<file path="config.mk">
export PLATFORM = sky130hd
export DESIGN_NAME = switch_line_resync_control
export DESIGN_NICKNAME = d
export VERILOG_FILES = /design/src/hw/switch_resync_pkg.sv /design/src/hw/switch_line_resync_control.sv
export SDC_FILE = /design/constraint.sdc
export NUM_CORES = 1
export LEC_CHECK = 0
export ABC_AREA = 1
export BUFFER_PORTS_ARGS = -buffer_cell sky130_fd_sc_hd__buf_2
export CAP_MARGIN = 20
export CELL_PAD_IN_SITES_DETAIL_PLACEMENT = 1
export CELL_PAD_IN_SITES_GLOBAL_PLACEMENT = 1
export CORE_ASPECT_RATIO = 0.75
export CORE_MARGIN = 4
export CORE_UTILIZATION = 23
export DETAILED_ROUTE_END_ITERATION = 16
export GPL_TIMING_DRIVEN = 0
export PLACE_DENSITY = 0.73
export SYNTH_ARGS = -nofsm -noshare
export SYNTH_HDL_FRONTEND = slang
export SYNTH_SLANG_ARGS = --single-unit
</file>
<file path="constraint.sdc">
create_clock -name clk_i -period 1.5 [get_ports clk_i]
set_clock_uncertainty 0.2 [all_clocks]
set_input_delay 0.15 -clock clk_i [delete_from_list [all_inputs] [get_ports clk_i]]
set_output_delay 0.15 -clock clk_i [all_outputs]
set_load 0.05 [all_outputs]
</file>
<file path="src/hw/switch_resync_pkg.sv">
// Package for switch-line resync control: constants and carrier types
package switch_resync_pkg;

    // Line structures
    typedef enum logic [1:0] {
        LINES_525,
        LINES_625,
        LINES_750,
        LINES_1125
    } line_struct_e;

    // Switch lines per structure (second value for second interlaced field)
    localparam logic [10:0] SW_LINE_525_F1 = 11'h00A;
    localparam logic [10:0] SW_LINE_525_F2 = 11'h111;
    localparam logic [10:0] SW_LINE_625_F1 = 11'h006;
    localparam logic [10:0] SW_LINE_625_F2 = 11'h13F;
    localparam logic [10:0] SW_LINE_750 = 11'h007;
    localparam logic [10:0] SW_LINE_1125_F1 = 11'h007;
    localparam logic [10:0] SW_LINE_1125_F2 = 11'h238;

    // Phase limit for Level B to A conversion
    localparam int PHASE_LIMIT_NS = 10000;
    localparam int CLK_PERIOD_NS = 10;
    localparam int PHASE_LIMIT_CYC = PHASE_LIMIT_NS / CLK_PERIOD_NS;
    localparam int PHASE_W = 16;

    // Video standard as reported by the standard detector
    typedef struct packed {
        line_struct_e lines;
        logic interlaced;
        logic psf;
        logic rate_24;
        logic payload_prog;
    } video_std_s;

    // Timing status from the timing counters
    typedef struct packed {
        logic [10:0] line_num;
        logic active_line;
        logic eol;
        logic trs_id;
        logic frame_synced;
    } timing_s;

endpackage

</file>
<file path="src/hw/switch_line_resync_control.sv">
// Switch-line resync control for word aligner and timing generator
// Notes on behaviour
// Sample the switch-resync request every pixel clock cycle.
// Rising edge in active line triggers resync at next timing reference word.
// Only rising edges trigger; a steady high level does nothing more.
// Controller raises request in active line, holds about one line, then lowers.
// Automatic resync once per field or frame at the standard switch line.
// 525 lines: end of lines 10 and 273 interlaced, line 10 progressive.
// 625 lines: end of lines 6 and 319 interlaced, line 6 progressive.
// 750 lines progressive: end of line 7.
// 1125 lines: end of lines 7 and 568 interlaced, line 7 progressive.
// 1125 PsF at 25/30 treated interlaced unless payload says progressive; 24 PsF known.
// Level B to A with extended active: resync at next TRS if phase <= 10 us.
// Phase above 10 us: resync takes one extra line.
// Phase limit applies only with conversion on and extended active period.
// Operates only in full video-processing mode.
// Needs one frame to sync, then realigns counters on every TRS.
// Edge from current versus previous sample, qualified by active line.
`timescale 1ns/1ns
module switch_line_resync_control
    import switch_resync_pkg::*;
#(
    parameter int PHASE_LIMIT = PHASE_LIMIT_CYC
) (
    input wire logic clk_i,
    input wire logic rst_n_i,
    input wire logic switch_resync_request_i,
    input wire logic smpte_mode_i,
    input wire logic level_b_to_a_i,
    input wire logic input_3g_i,
    input wire logic extended_active_i,
    input wire logic [PHASE_W-1:0] phase_diff_cyc_i,
    input wire video_std_s std_i,
    input wire timing_s timing_i,
    output logic resync_o,
    output logic realign_o,
    output logic resync_pending_o,
    output logic extra_line_o
);

    typedef enum logic [1:0] {
        IDLE,
        ARMED,
        WAIT_LINE
    } resync_state_e;

    // Request pin is asynchronous to the pixel clock
    logic req_meta;
    logic req_sync;
    logic req_prev;
    logic next_req_meta;
    logic next_req_sync;
    logic next_req_prev;

    resync_state_e state;
    resync_state_e next_state;
    logic resync;
    logic next_resync;
    logic realign;
    logic next_realign;
    logic extra_line;
    logic next_extra_line;

    logic req_rise;
    logic auto_hit;
    logic is_interlaced;
    logic limit_applies;
    logic phase_ok;
    logic enabled;
    logic pending;
    logic next_pending;

    localparam int N_STRUCT = 2 ** $bits(line_struct_e);
    logic [10:0] first_line [N_STRUCT];
    logic [10:0] second_line [N_STRUCT];
    logic [N_STRUCT-1:0] has_second;
    logic [N_STRUCT-1:0] struct_hit;

    always_comb begin
        next_req_meta = switch_resync_request_i;
        next_req_sync = req_meta;
        next_req_prev = req_sync;
    end

    always_ff @(posedge clk_i or negedge rst_n_i) begin
        if (!rst_n_i) begin
            req_meta <= 1'b0;
            req_sync <= 1'b0;
            req_prev <= 1'b0;
        end else begin
            req_meta <= next_req_meta;
            req_sync <= next_req_sync;
            req_prev <= next_req_prev;
        end
    end

    // Bypass and pass-through modes have no timing generator
    assign enabled = smpte_mode_i;

    // Edge only; a held level never retriggers
    assign req_rise = req_sync && !req_prev && timing_i.active_line;

    // 25/30 PsF cannot be told from interlace without payload ID
    always_comb begin
        is_interlaced = std_i.interlaced;
        if (std_i.lines == LINES_1125 && std_i.psf) begin
            is_interlaced = !std_i.rate_24 && !std_i.payload_prog;
        end
    end

    // Switch-line table, one entry per line structure
    always_comb begin
        first_line[LINES_525] = SW_LINE_525_F1;
        second_line[LINES_525] = SW_LINE_525_F2;
        has_second[LINES_525] = 1'b1;
        first_line[LINES_625] = SW_LINE_625_F1;
        second_line[LINES_625] = SW_LINE_625_F2;
        has_second[LINES_625] = 1'b1;
        first_line[LINES_750] = SW_LINE_750;
        second_line[LINES_750] = SW_LINE_750;
        // Progressive only, so no second field line
        has_second[LINES_750] = 1'b0;
        first_line[LINES_1125] = SW_LINE_1125_F1;
        second_line[LINES_1125] = SW_LINE_1125_F2;
        has_second[LINES_1125] = 1'b1;
    end

    for (genvar k = 0; k < N_STRUCT; k++) begin : g_switch_line
        assign struct_hit[k] = (std_i.lines == line_struct_e'(k)) &&
            ((timing_i.line_num == first_line[k]) ||
            (has_second[k] && is_interlaced && timing_i.line_num == second_line[k]));
    end

    // Line numbers mean nothing until the counters have seen a frame
    assign auto_hit = timing_i.eol && timing_i.frame_synced && (struct_hit != '0);

    assign limit_applies = input_3g_i && level_b_to_a_i && extended_active_i;
    assign phase_ok = (32'(phase_diff_cyc_i) <= PHASE_LIMIT);

    always_comb begin
        next_state = state;
        next_resync = 1'b0;
        next_extra_line = extra_line;
        // Counters follow every TRS once the first frame has locked
        next_realign = enabled && timing_i.trs_id && timing_i.frame_synced;
        if (!enabled) begin
            next_state = IDLE;
            next_extra_line = 1'b0;
        end else begin
            case (state)
                IDLE: begin
                    if (req_rise || auto_hit) begin
                        if (limit_applies && !phase_ok) begin
                            next_state = WAIT_LINE;
                            next_extra_line = 1'b1;
                        end else begin
                            next_state = ARMED;
                        end
                    end
                end
                ARMED: begin
                    if (timing_i.trs_id) begin
                        next_resync = 1'b1;
                        next_state = IDLE;
                    end
                end
                WAIT_LINE: begin
                    // Let one reference pass; H pulse may be missing on that line
                    if (timing_i.trs_id) begin
                        next_state = ARMED;
                        next_extra_line = 1'b0;
                    end
                end
                default: begin
                    next_state = IDLE;
                end
            endcase
        end
        next_pending = (next_state != IDLE);
    end

    always_ff @(posedge clk_i or negedge rst_n_i) begin
        if (!rst_n_i) begin
            state <= IDLE;
            resync <= 1'b0;
            realign <= 1'b0;
            extra_line <= 1'b0;
            pending <= 1'b0;
        end else begin
            state <= next_state;
            pending <= next_pending;
            resync <= next_resync;
            realign <= next_realign;
            extra_line <= next_extra_line;
        end
    end

    // Own flop so the output never glitches on a state decode
    assign resync_pending_o = pending;
    assign resync_o = resync;
    assign realign_o = realign;
    assign extra_line_o = extra_line;

endmodule

</file>
After elaboration in Yosys (flattened, before gate mapping)
Index checks and enable logic that the tools add are counted.
W data, S select, Z words.
- input port bits: 44
- register bits: 9
- order comparisons: 1
- reductions and logical operators: 31
- equal/unequal tests: 15
- multiplexer cells: 15
- operator list (kind ; count):
    $eq A11 B3 Y1 const B ; 2
    $eq A11 B9 Y1 const B ; 2
    $logic_and A1 B1 Y1 ; 18
    $le A16 B10 Y1 const B ; 1
    $eq A11 B10 Y1 const B ; 1
    $eq A11 B4 Y1 const B ; 1
    $mux W2 ; 5
    $ne A3 B3 Y1 const B ; 3
    $mux W1 ; 8
    $eq A2 B2 Y1 const B ; 3
    $pmux W2 S3 ; 1
    $eq A2 B1 Y1 const B ; 2
    $logic_not A1 Y1 ; 4
    $logic_not A2 Y1 ; 2
    $logic_or A1 B1 Y1 ; 4
    $reduce_and A4 Y1 ; 1
    $reduce_bool A4 Y1 ; 1
    $ne A3 B1 Y1 const B ; 1
    $pmux W1 S2 ; 1
    $reduce_bool A2 Y1 ; 1

Logic depth before layout (Yosys ltp)
Gate-level depths: netlist (run 1).
- depth after elaboration: 13
- gate-level depth with buffers: 15
- mapped depth without buffers: 15

Worst setup path before layout (run 1)
OpenSTA, ideal clock, no wires.
- path kind: flip-flop to flip-flop
- from: register state[1]
- to: register pending (netlist: resync_pending_o)
- required time: 1.176 ns
- setup slack: 0.197 ns
- cell stages (with the launch flop): 7
- period minus slack after synthesis: 1.303 ns
- arrival: 0.979 ns
- library setup time: 0.124 ns
- cell sequence: dfrtp_1 > nor2_1 > nand4_1 > a31oi_1 > nor3_1 > o21ai_0 > nand2_1
- cells in the longest elaborated chain, start to end: 4
- ends and longest elaborated chain (what ; RTL line ; RTL):
    from (decl) ; switch_line_resync_control.sv:55 ; resync_state_e state;
    from (signal assigned) ; switch_line_resync_control.sv:190 ; state <= next_state;
    $eq A2 B2 Y1, or another cell as far along ; switch_line_resync_control.sv:150 ; case (state)
    $pmux W2 S3 (*) ; switch_line_resync_control.sv:150 ;
    $mux W2 (*) ; switch_line_resync_control.sv:146 ; if (!enabled) begin
    $reduce_bool A2 Y1 (*) ; switch_line_resync_control.sv:179 ; next_pending = (next_state != IDLE);
    named net next_pending ; switch_line_resync_control.sv:71 ; logic next_pending;
    to (signal assigned) ; switch_line_resync_control.sv:191 ; pending <= next_pending;
    to (decl) ; switch_line_resync_control.sv:70 ; logic pending;
The timed path passes the listed nets; every way through them passes the cells marked *.
A chain may end at the register's enable or synchronous reset.

Worst setup path after layout (run 1)
Ends and elaborated chain as after synthesis.

==> impl_metrics.yaml, run 1 <==
outcome:
  status: "complete, no violations"
die:
  chipHeight_um: 52.6
  io_pins: 48
  start_util_pct: 25.4
  dieArea_mm2: 0.00355
  die_w_um: 67.4
  rows: 15
  coreArea_mm2: 0.00240
clock_network:
  h-tree-depth: 1
  cts_root_buf: "clkbuf_4"
  clkTransAtPathRegs_ns: 0.06
  clkLatencyLatePin_ns: 0.27
  clock_sinks: 9
  cts_tree: "built"
  cts_made_buffers: 3
  cts.path.max_buffers: 2
synthesis:
  synth_area_um2: 609
  synth_nets: 144
  ys_ff_latch: 9
  synth_top_cells_by_area: "dfrtp_1, nand2_1, inv_1"
  synthCells: 100
  yosysUniqueCellTypes: 13
  synth_seq_area_share_pct: 37.0
  synth_edf_count: 0
  yosys_warnings: 0
  syn-mean-instance-area_um2: 6.09
  netlist.area_leader.share_pct: 37.0
  synth_flop_cell: "dfrtp_1"
  synth_top_area_cell: "dfrtp_1"
  async_flop_share_pct: 100
grt:
  grt_pass1_wl_mm: 3.69
  use_met3_pct: 3.86
  use_met2_pct: 26.6
  overflow: 0
  busiest_layer: "met2"
  first_global_vias: 918
  grt_max_degree: 10
  grt_usage_pct: 14.0
  grtUsageMet1_pct: 14.9
  antenna_found_initial: 0
worst_setup_path:
  setup.worst_path.end_class: "flop"
  critPathBufInv: 0
  crit_fanout: 2
  critPathLaunchType: "flop"
  crit_chain: "nor2_4 -> nand4_1 -> a31oi_4 -> nor3_1 -> o21ai_1 -> nand2_1"
  critPathMaxStageDelay_ns: 0.42
  path_delay_family: "flip-flops"
  path_depth: 6
  reg2regPathDepth: 6
  cpMaxStageDelayCell: "dfrtp_2"
  cp.required_ns: 1.45
  path_class: "flop to flop"
  cp.arrival_ns: 1.41
sta:
  min_period_over_period_pct: 97.3
  worst_slew_pin_slew_ns: 0.497
  finalMaxSlewViolations: 0
  layout_setup_ws_ns: 0.0401
  relSlewSlack_pct: 66.6
  rsz0062_at_grt: "true"
  hold_viol_final: 0
  max_freq_mhz: 685
  min_period_ns: 1.46
  setup_viol: 0
cells_and_area:
  area_delta_synth_final_pct: 64.9
  fin_cells: 191
  seq_area_um2: 226
  layout_common_cells: "buf_2, nand2_1, inv_1"
  drive_gt1_share_pct: 36.9
  multi_input_area_um2: 342
  fillers: 355
  utilization_pct: 41.8
  fin_nets: 202
  antenna_cells: 0
  final_common_cell: "buf_2"
power_and_ir_drop:
  ir_drop_mv: 0.200
  powerDensity_mw_per_mm2: 605
  power_mw: 0.608
  power_leakage_nw: 0.613
worst_hold_path:
  hold_path.class: "input port to async pin"
drt:
  postRouteAntennaNets: 0
  drc: 0
  drt_iter0_markers: 15
  routed-via-count: 836
  routedWlPerCell_um: 12.3
  firstDrtPassIters: 4
  vias_per_cell: 4.38
  totalWireLength_mm: 2.34
place:
  place.gp.congestion: 0.844
  dp_hpwl_mm: 1.86
  place_ws_ns: -0.151
  dpl.cell_count: 181
  port_buffers: 47
flow_run:
  drv_cap: 0
stage by stage:
step	TNS [ns]	hold slack [ns]	cell area [um^2]
after detailed placement	-0.442	-0.188	887
after CTS	0	0.0534	982
after global routing	-0.170	0.106	1000
final	0	0.0911	1000
after floorplan	0	-0.346	609
after global placement	-0.203	-0.189	887
per-layer routing:
layer / part of all wire [%] / vias to the layer above / routed length, um
li1: - / 426 / -
met1: 39 / 382 / 921
met2: 54 / 25 / 1270
met3: 5.5 / 3 / 130
met4: 1.1 / 0 / 25
met5: 0 / - / 0
cell usage after synthesis, types with 2 or more instances:
cell type	number
inv_1	20
nor2_1	14
nand3_1	6
o21ai_0	4
nor3_1	4
a21oi_1	2
dfrtp_1	9
nand2_1	33
nor4_1	2
nand4_1	3
path summary, 6_finish.rpt:
| kind | from | to | slack [ns] |
|---|---|---|---|
| max | state[1] | resync_pending_o | 0.04 |
| min | rst_n_i | extra_line_o | 0.09 |
| max reg2reg | state[1] | resync_pending_o | 0.04 |
| min reg2reg | next_req_sync | next_req_prev | 0.15 |
| max in group asynchronous | rst_n_i | state[1] | 0.81 |
| min in group clk_i | timing_i[3] | state[0] | 0.10 |
kinds of logic (layout without fill, tap and decap cells):
| kind of cell | count (synthesis) | in the layout | share of synthesized area, % |
|---|---|---|---|
| DFF | 9 | 9 | 37.0 |
| and+or+nand+nor | 63 | 63 | 43.5 |
| buffers and inverters | 20 | 77 | 12.3 |
| AOI/OAI and AO/OA | 8 | 8 | 7.19 |
state kept, by name, summed over array words and instances (netlist names):
signal	count
req_prev	1
extra_line_o	1
resync_o	1
next_req_sync	1
resync_pending_o	1
next_req_prev	1
realign_o	1
state	2
timing repair:
item / CTS / global route
hold endpoints to repair: 13 / 0
hold buffers: 6 / 0
gates resized for setup: 2 / 9
setup buffers: 0 / 1
pin swaps: 0 / 3
setup endpoints to repair: 3 / 5
final cells by class:
type / instances / share of cell area, %
flip-flops and latches: 9 / 22.5
well taps: 34 / 4.23
multi-input cells: 71 / 34.0
repair buffers: 53 / 29.1
clock buffers: 4 / 2.62
inverters: 20 / 7.47
power breakdown:
group,internal [mW],switching [mW]
Sequential,0.252,0.00434
Clock,0.103,0.0917
Combinational,0.0722,0.0847
Note: power is estimated with default switching activity, not from simulation.
==> run 2: changes to the inputs <==
--- a/config.mk
+++ b/config.mk
@@ -12,10 +12,10 @@
 export CELL_PAD_IN_SITES_GLOBAL_PLACEMENT = 1
 export CORE_ASPECT_RATIO = 0.75
 export CORE_MARGIN = 4
-export CORE_UTILIZATION = 23
+export CORE_UTILIZATION = 25
 export DETAILED_ROUTE_END_ITERATION = 16
 export GPL_TIMING_DRIVEN = 0
-export PLACE_DENSITY = 0.73
+export PLACE_DENSITY = 0.79
 export SYNTH_ARGS = -nofsm -noshare
 export SYNTH_HDL_FRONTEND = slang
 export SYNTH_SLANG_ARGS = --single-unit
==> constraint.sdc (replaced) <==
create_clock -name clk_i -period 1.9 [get_ports clk_i]
set_clock_uncertainty 0.2 [all_clocks]
set_input_delay 0.19 -clock clk_i [delete_from_list [all_inputs] [get_ports clk_i]]
set_output_delay 0.19 -clock clk_i [all_outputs]
set_load 0.05 [all_outputs]
==> run 2 against run 1 <==
Effect of this change:
- global-route usage is 0.65 points lower
- largest cell class unchanged
- hold slack worse by 0.068 ns
- cell area fell by 5.0%
- non-clock buffer count shrank 2
- clock power shrank 26%
- sequential cell count did not move
- critical path depth shrank 1
==> impl_metrics.yaml, run 2 (synthesis gave the netlist of run 1 again) <==
drt:
  routedWlPerCell_um: 10.4
  drt_iter0_markers: 15
  drc: 0
  firstDrtPassIters: 4
  postRouteAntennaNets: 0
  routed-via-count: 826
  totalWireLength_mm: 1.97
  vias_per_cell: 4.37
worst_setup_path:
  crit_chain: "dlygate4sd3_1 -> buf_2 -> nand2_1 -> dlygate4sd3_1 -> nor2_1"
  critPathMaxStageDelay_ns: 0.54
  critPathLaunchType: "input port"
  path_class: "input port to flop"
  reg2regPathDepth: 6
  r2r-end: "resync_pending_o"
  cpMaxStageDelayCell: "dlygate4sd3_1"
  path_delay_family: "buffers and inverters"
  ff2ff_setup_slack_ns: 0.35
  worstReg2RegStart: "state[1]"
  cp.required_ns: 1.85
  setup.worst_path.end_class: "flop"
  crit_top_cell: "dlygate4sd3_1"
  critPathBufInv: 3
  cp.arrival_ns: 1.51
  crit_fanout: 2
sta:
  finalMaxSlewViolations: 0
  min_period_over_period_pct: 82.2
  worst_slew_pin_slew_ns: 0.261
  hold_ws_ns: 0.0235
  relSlewSlack_pct: 82.4
  setup_tns_ns: 0
  min_period_ns: 1.56
  rsz0062_at_grt: "false"
  hold_viol_final: 0
  setup_viol: 0
  max_freq_mhz: 640
die:
  start_util_pct: 26.4
  io_pins: 48
  dieArea_mm2: 0.00330
  coreArea_mm2: 0.00231
  rows: 15
  die_w_um: 65.0
  chipHeight_um: 50.8
clock_network:
  clock_sinks: 9
  cts.path.max_buffers: 2
  h-tree-depth: 1
  clkTransAtPathRegs_ns: 0.06
  clkLatencyLatePin_ns: 0.26
  cts_made_buffers: 3
  cts_setup_buffers: 0
  ctsHoldBuffers: 4
  cts_root_buf: "clkbuf_4"
  cts-resized-gates: 0
  cts_tree: "built"
grt:
  grt_max_degree: 10
  first_global_vias: 846
  antenna_found_initial: 0
  overflow: 0
  grt_usage_pct: 13.3
  grt_pass1_wl_mm: 3.45
worst_hold_path:
  holdPathEnd: "resync_o"
  hold_path.class: "input port to flop"
  whs_path_depth: 3
  worstHoldStart: "timing_i[1]"
power_and_ir_drop:
  ir_drop_mv: 0.174
  powerDensity_mw_per_mm2: 483
  power_leakage_nw: 0.602
  power_mw: 0.461
outcome:
  status: "complete, no violations"
cells_and_area:
  area_delta_synth_final_pct: 56.7
  antenna_cells: 0
  regMostFlops: "state"
  utilization_pct: 41.4
  final_common_cell: "buf_2"
  layout_common_cells: "buf_2, nand2_1, inv_1"
  largest_reg_flops: 2
  drive_gt1_share_pct: 32.9
  fin_nets: 200
place:
  dp_hpwl_mm: 1.77
  place.gp.congestion: 0.755
  port_buffers: 47
flow_run:
  drv_cap: 0
[run 2: cell types whose count changed in the layout (fill, tap and decap cells not counted), sizes merged]
cell	change
buf	-1
clkinv	+1
clkbuf	-1
dlygate4sd3	-1
[run 2: report_power, final]
group          internal, mW  switching [mW]
Clock                0.0776          0.0673
Combinational        0.0534          0.0610
Sequential            0.199         0.00309
[run 2: stage by stage]
| step | instances | area, um^2 | setup slack, ns |
|---|---|---|---|
| finish | 189 | 955 | 0.338 |
| global route | 189 | 955 | 0.226 |
| CTS | 189 | 955 | 0.328 |
| detailed placement | 181 | 887 | 0.262 |
| global placement | 181 | 887 | 0.305 |
| floorplan | 100 | 609 | 0.597 |
[run 2: cell type report]
type	instances	area, um^2
timing repair buffer	51	275
inverter	20	75.1
clock inverter	1	5.00
tap	34	42.5
sequential	9	225
multi-input combinational	71	309
fill	328	1350
clock buffer	3	22.5
[run 2: routing by layer]
metal / global-route usage, % / part of all wire, % / vias up
li1: - / - / 420
met1: 16.2 / 44 / 372
met2: 23.4 / 49 / 34
met3: 4.03 / 7.2 / 0
met4: 2.11 / 0 / 0
met5: 0 / 0 / -
[run 2: worst max path at each step]
stage | to | from | cells after the start
floorplan | resync_pending_o | state[1] | 6
global placement | resync_pending_o | timing_i[10] | 16
detailed placement | resync_pending_o | timing_i[10] | 16
CTS | resync_pending_o | state[1] | 6
global route | resync_pending_o | state[1] | 6
finish | realign_o | timing_i[0] | 5
[run 2: tightest hold or removal path: cells and delay by family]
family / cells / cell delay, ns
buffers and inverters: 2 / 0.20
and+or+nand+nor: 1 / 0.06
==> run 3: changes to the inputs <==
--- a/config.mk
+++ b/config.mk
@@ -5,17 +5,17 @@
 export SDC_FILE = /design/constraint.sdc
 export NUM_CORES = 1
 export LEC_CHECK = 0
-export ABC_AREA = 1
+export ABC_AREA = 0
 export BUFFER_PORTS_ARGS = -buffer_cell sky130_fd_sc_hd__buf_2
 export CAP_MARGIN = 20
 export CELL_PAD_IN_SITES_DETAIL_PLACEMENT = 1
 export CELL_PAD_IN_SITES_GLOBAL_PLACEMENT = 1
 export CORE_ASPECT_RATIO = 0.75
 export CORE_MARGIN = 4
-export CORE_UTILIZATION = 25
+export CORE_UTILIZATION = 24
 export DETAILED_ROUTE_END_ITERATION = 16
 export GPL_TIMING_DRIVEN = 0
-export PLACE_DENSITY = 0.79
+export PLACE_DENSITY = 0.71
 export SYNTH_ARGS = -nofsm -noshare
 export SYNTH_HDL_FRONTEND = slang
 export SYNTH_SLANG_ARGS = --single-unit
==> constraint.sdc (replaced) <==
create_clock -name clk_i -period 1.35 [get_ports clk_i]
set_clock_uncertainty 0.2 [all_clocks]
set_input_delay 0.135 -clock clk_i [delete_from_list [all_inputs] [get_ports clk_i]]
set_output_delay 0.135 -clock clk_i [all_outputs]
set_load 0.05 [all_outputs]
==> run 3 against run 2 <==
Effect of this change:
- the run now ends with setup timing left
- hold slack got worse by 0.013 ns
- sequential cell count did not move
- critical path depth fell by 1
- clock-buffer cell count rose by 1
- die area rose by 9.8%
- via count rose by 5.3%
- global-route usage rose by 2.9 points
- sequential share of layout area fell by 2.9 points
- routed wire length rose by 36%
- area after synthesis rose by 7.0%
- cell area rose by 15%
- core utilization rose by 0.95 points
- critical endpoint is now extra_line_o
- largest power group unchanged
- highest routed layer is now met4
==> impl_metrics.yaml, run 3 <==
drt:
  totalWireLength_mm: 2.68
  drc: 0
  drt_iter0_markers: 24
  routed-via-count: 870
  dr_wl_met2_mm: 1.39
  wl_met1_mm: 1.13
  wl_met3_um: 114
  top_layer_used: "met4"
  postRouteAntennaNets: 0
  firstDrtPassIters: 4
  vias_per_cell: 5.06
  routedWlPerCell_um: 15.6
cells_and_area:
  drive_gt1_share_pct: 54.8
  final_common_cell: "buf_2"
  fin_nets: 180
  area_delta_synth_final_pct: 68.9
  design_area_mm2: 0.00110
  utilization_pct: 42.3
  largest_reg_flops: 2
  layout_common_cells: "buf_2, nor2_1, dfrtp_1"
  regMostFlops: "state"
synthesis:
  synth_area_um2: 652
  synth_top_cells_by_area: "dfrtp_1, nor2_1, nand4_1"
  syn-mean-instance-area_um2: 8.93
  synth_seq_area_share_pct: 34.5
  synth_flop_cell: "dfrtp_1"
  synthCells: 73
  yosysUniqueCellTypes: 34
  yosys_warnings: 0
  synth_edf_count: 0
  synth_most_common_cell: "nor2_1"
  synth_top_area_cell: "dfrtp_1"
  netlist.area_leader.share_pct: 34.5
  ys_ff_latch: 9
  synthTopCellsByCount: "nor2_1, dfrtp_1, nand2_1"
  synth_nets: 117
  async_flop_share_pct: 100
grt:
  first_global_vias: 952
  antenna_found_initial: 0
  grt_usage_pct: 16.2
  grt_max_degree: 10
  grt_pass1_wl_mm: 4.34
  overflow: 0
outcome:
  violations: "setup timing"
  status: "complete, but fails checks"
place:
  dp_hpwl_mm: 1.99
  place.gp.congestion: 0.833
  port_buffers: 47
  placedInstanceArea_um2: 932
sta:
  min_period_ns: 1.62
  min_period_over_period_pct: 120
  worst_slew_pin_slew_ns: 0.507
  relSlewSlack_pct: 65.9
  max_freq_mhz: 618
  finalMaxSlewViolations: 0
  rsz0062_at_grt: "true"
  layout_setup_ws_ns: -0.269
  setup_viol: 4
  hold_viol_final: 0
worst_setup_path:
  cp.arrival_ns: 1.63
  setup.worst_path.end_class: "flop"
  critPathLaunchType: "flop"
  crit_fanout: 3
  path_class: "flop to flop"
  cp.required_ns: 1.36
die:
  die_w_um: 68.2
  dieArea_mm2: 0.00362
  start_util_pct: 25.0
  coreArea_mm2: 0.00260
  io_pins: 48
  rows: 16
  chipHeight_um: 53.1
clock_network:
  clkLatencyLatePin_ns: 0.27
  clkTransAtPathRegs_ns: 0.06
  clock_sinks: 9
  cts.path.max_buffers: 2
  cts_tree: "built"
  cts_root_buf: "clkbuf_4"
  h-tree-depth: 1
  cts_made_buffers: 3
power_and_ir_drop:
  ir_drop_mv: 0.263
  power_leakage_nw: 0.505
  powerDensity_mw_per_mm2: 623
worst_hold_path:
  hold_path.class: "input port to flop"
flow_run:
  drv_cap: 0
==> run 3: changes by cell type in the layout (fill, tap and decap cells not counted), moves of 2 or more <==
cell,previous run,this run
nor2_1,14,9
o21ai_0,4,2
inv_1,20,0
nand2_1,33,6
dfrtp_1,9,7
nand4_1,3,5
nor3_1,4,1
nor3_2,0,2
nor4b_1,0,3
buf_4,0,5
dfrtp_2,0,2
or4_4,0,2
==> run 3: final timing paths <==
kind | start | endpoint | slack [ns] | depth (start not counted)
max | state[1] | extra_line_o | -0.27 | 4
min reg2reg | next_req_sync | next_req_prev | 0.15 | 0
max in group asynchronous | rst_n_i | state[0] | 0.69 | 2
max reg2reg | state[1] | extra_line_o | -0.27 | 4
min | smpte_mode_i | resync_o | 0.01 | 2
min in group asynchronous | rst_n_i | realign_o | 0.06 | 2
==> run 3: metal layers <==
metal / track usage [%] / vias up
met2: 28.6 / 35
li1: - / 417
met4: 4.95 / 0
met5: 0 / -
met3: 3.61 / 5
met1: 19.5 / 413
==> run 3: critical path: stages (launching register included) <==
cell and delay [ns]:
dfrtp_2 0.42, or4_4 0.55, buf_4 0.17, nor3_2 0.09, a311o_1 0.13
==> run 3: cell families after synthesis <==
family / synth area share, %
AOI/OAI and AO/OA: 18.4
buffers and inverters: 2.69
DFF: 34.5
muxes: 1.54
and+or+nand+nor: 42.8
==> run 3: metrics by stage <==
| step | power (mW) | hold slack, ns | std cells | setup slack (ns) | TNS, ns |
|---|---|---|---|---|---|
| 3_3_place_gp | 0.439 | -0.210 | 156 | -0.499 | -1.20 |
| 4_1_cts | 0.676 | 0.0101 | 171 | -0.319 | -0.942 |
| 6_report | 0.686 | 0.0105 | 172 | -0.269 | -0.894 |
| 5_1_grt | 0.734 | 0.00236 | 171 | -0.342 | -1.15 |
| 3_5_place_dp | 0.447 | -0.205 | 156 | -0.501 | -1.42 |
| 2_1_floorplan | 0.345 | -0.361 | 73 | -0.322 | -0.623 |
==> run 3: area by class of cell <==
cell class,count,area (um^2)
Fill cell,335,1500
Multi-Input combinational cell,63,448
Timing Repair Buffer,58,334
Sequential cell,9,228
Tap cell,36,45.0
Clock buffer,4,26.3
Inverter,1,17.5
Antenna cell,1,2.50
==> run 3: timing repair <==
item | 4_1_cts | 5_1_grt
hold buffers | 5 | 0
endpoints found under the hold margin | 12 | 0
cloned | 0 | 0
setup endpoints to repair | 4 | 4
pin swaps | 7 | 7
gates resized for setup | 6 | 7
setup buffers | 6 | 1
==> run 3: power by group <==
group	total [mW]	switching, mW	internal, mW
sequential	0.281	0.00322	0.278
combinational	0.191	0.0997	0.0909
clock	0.215	0.100	0.114
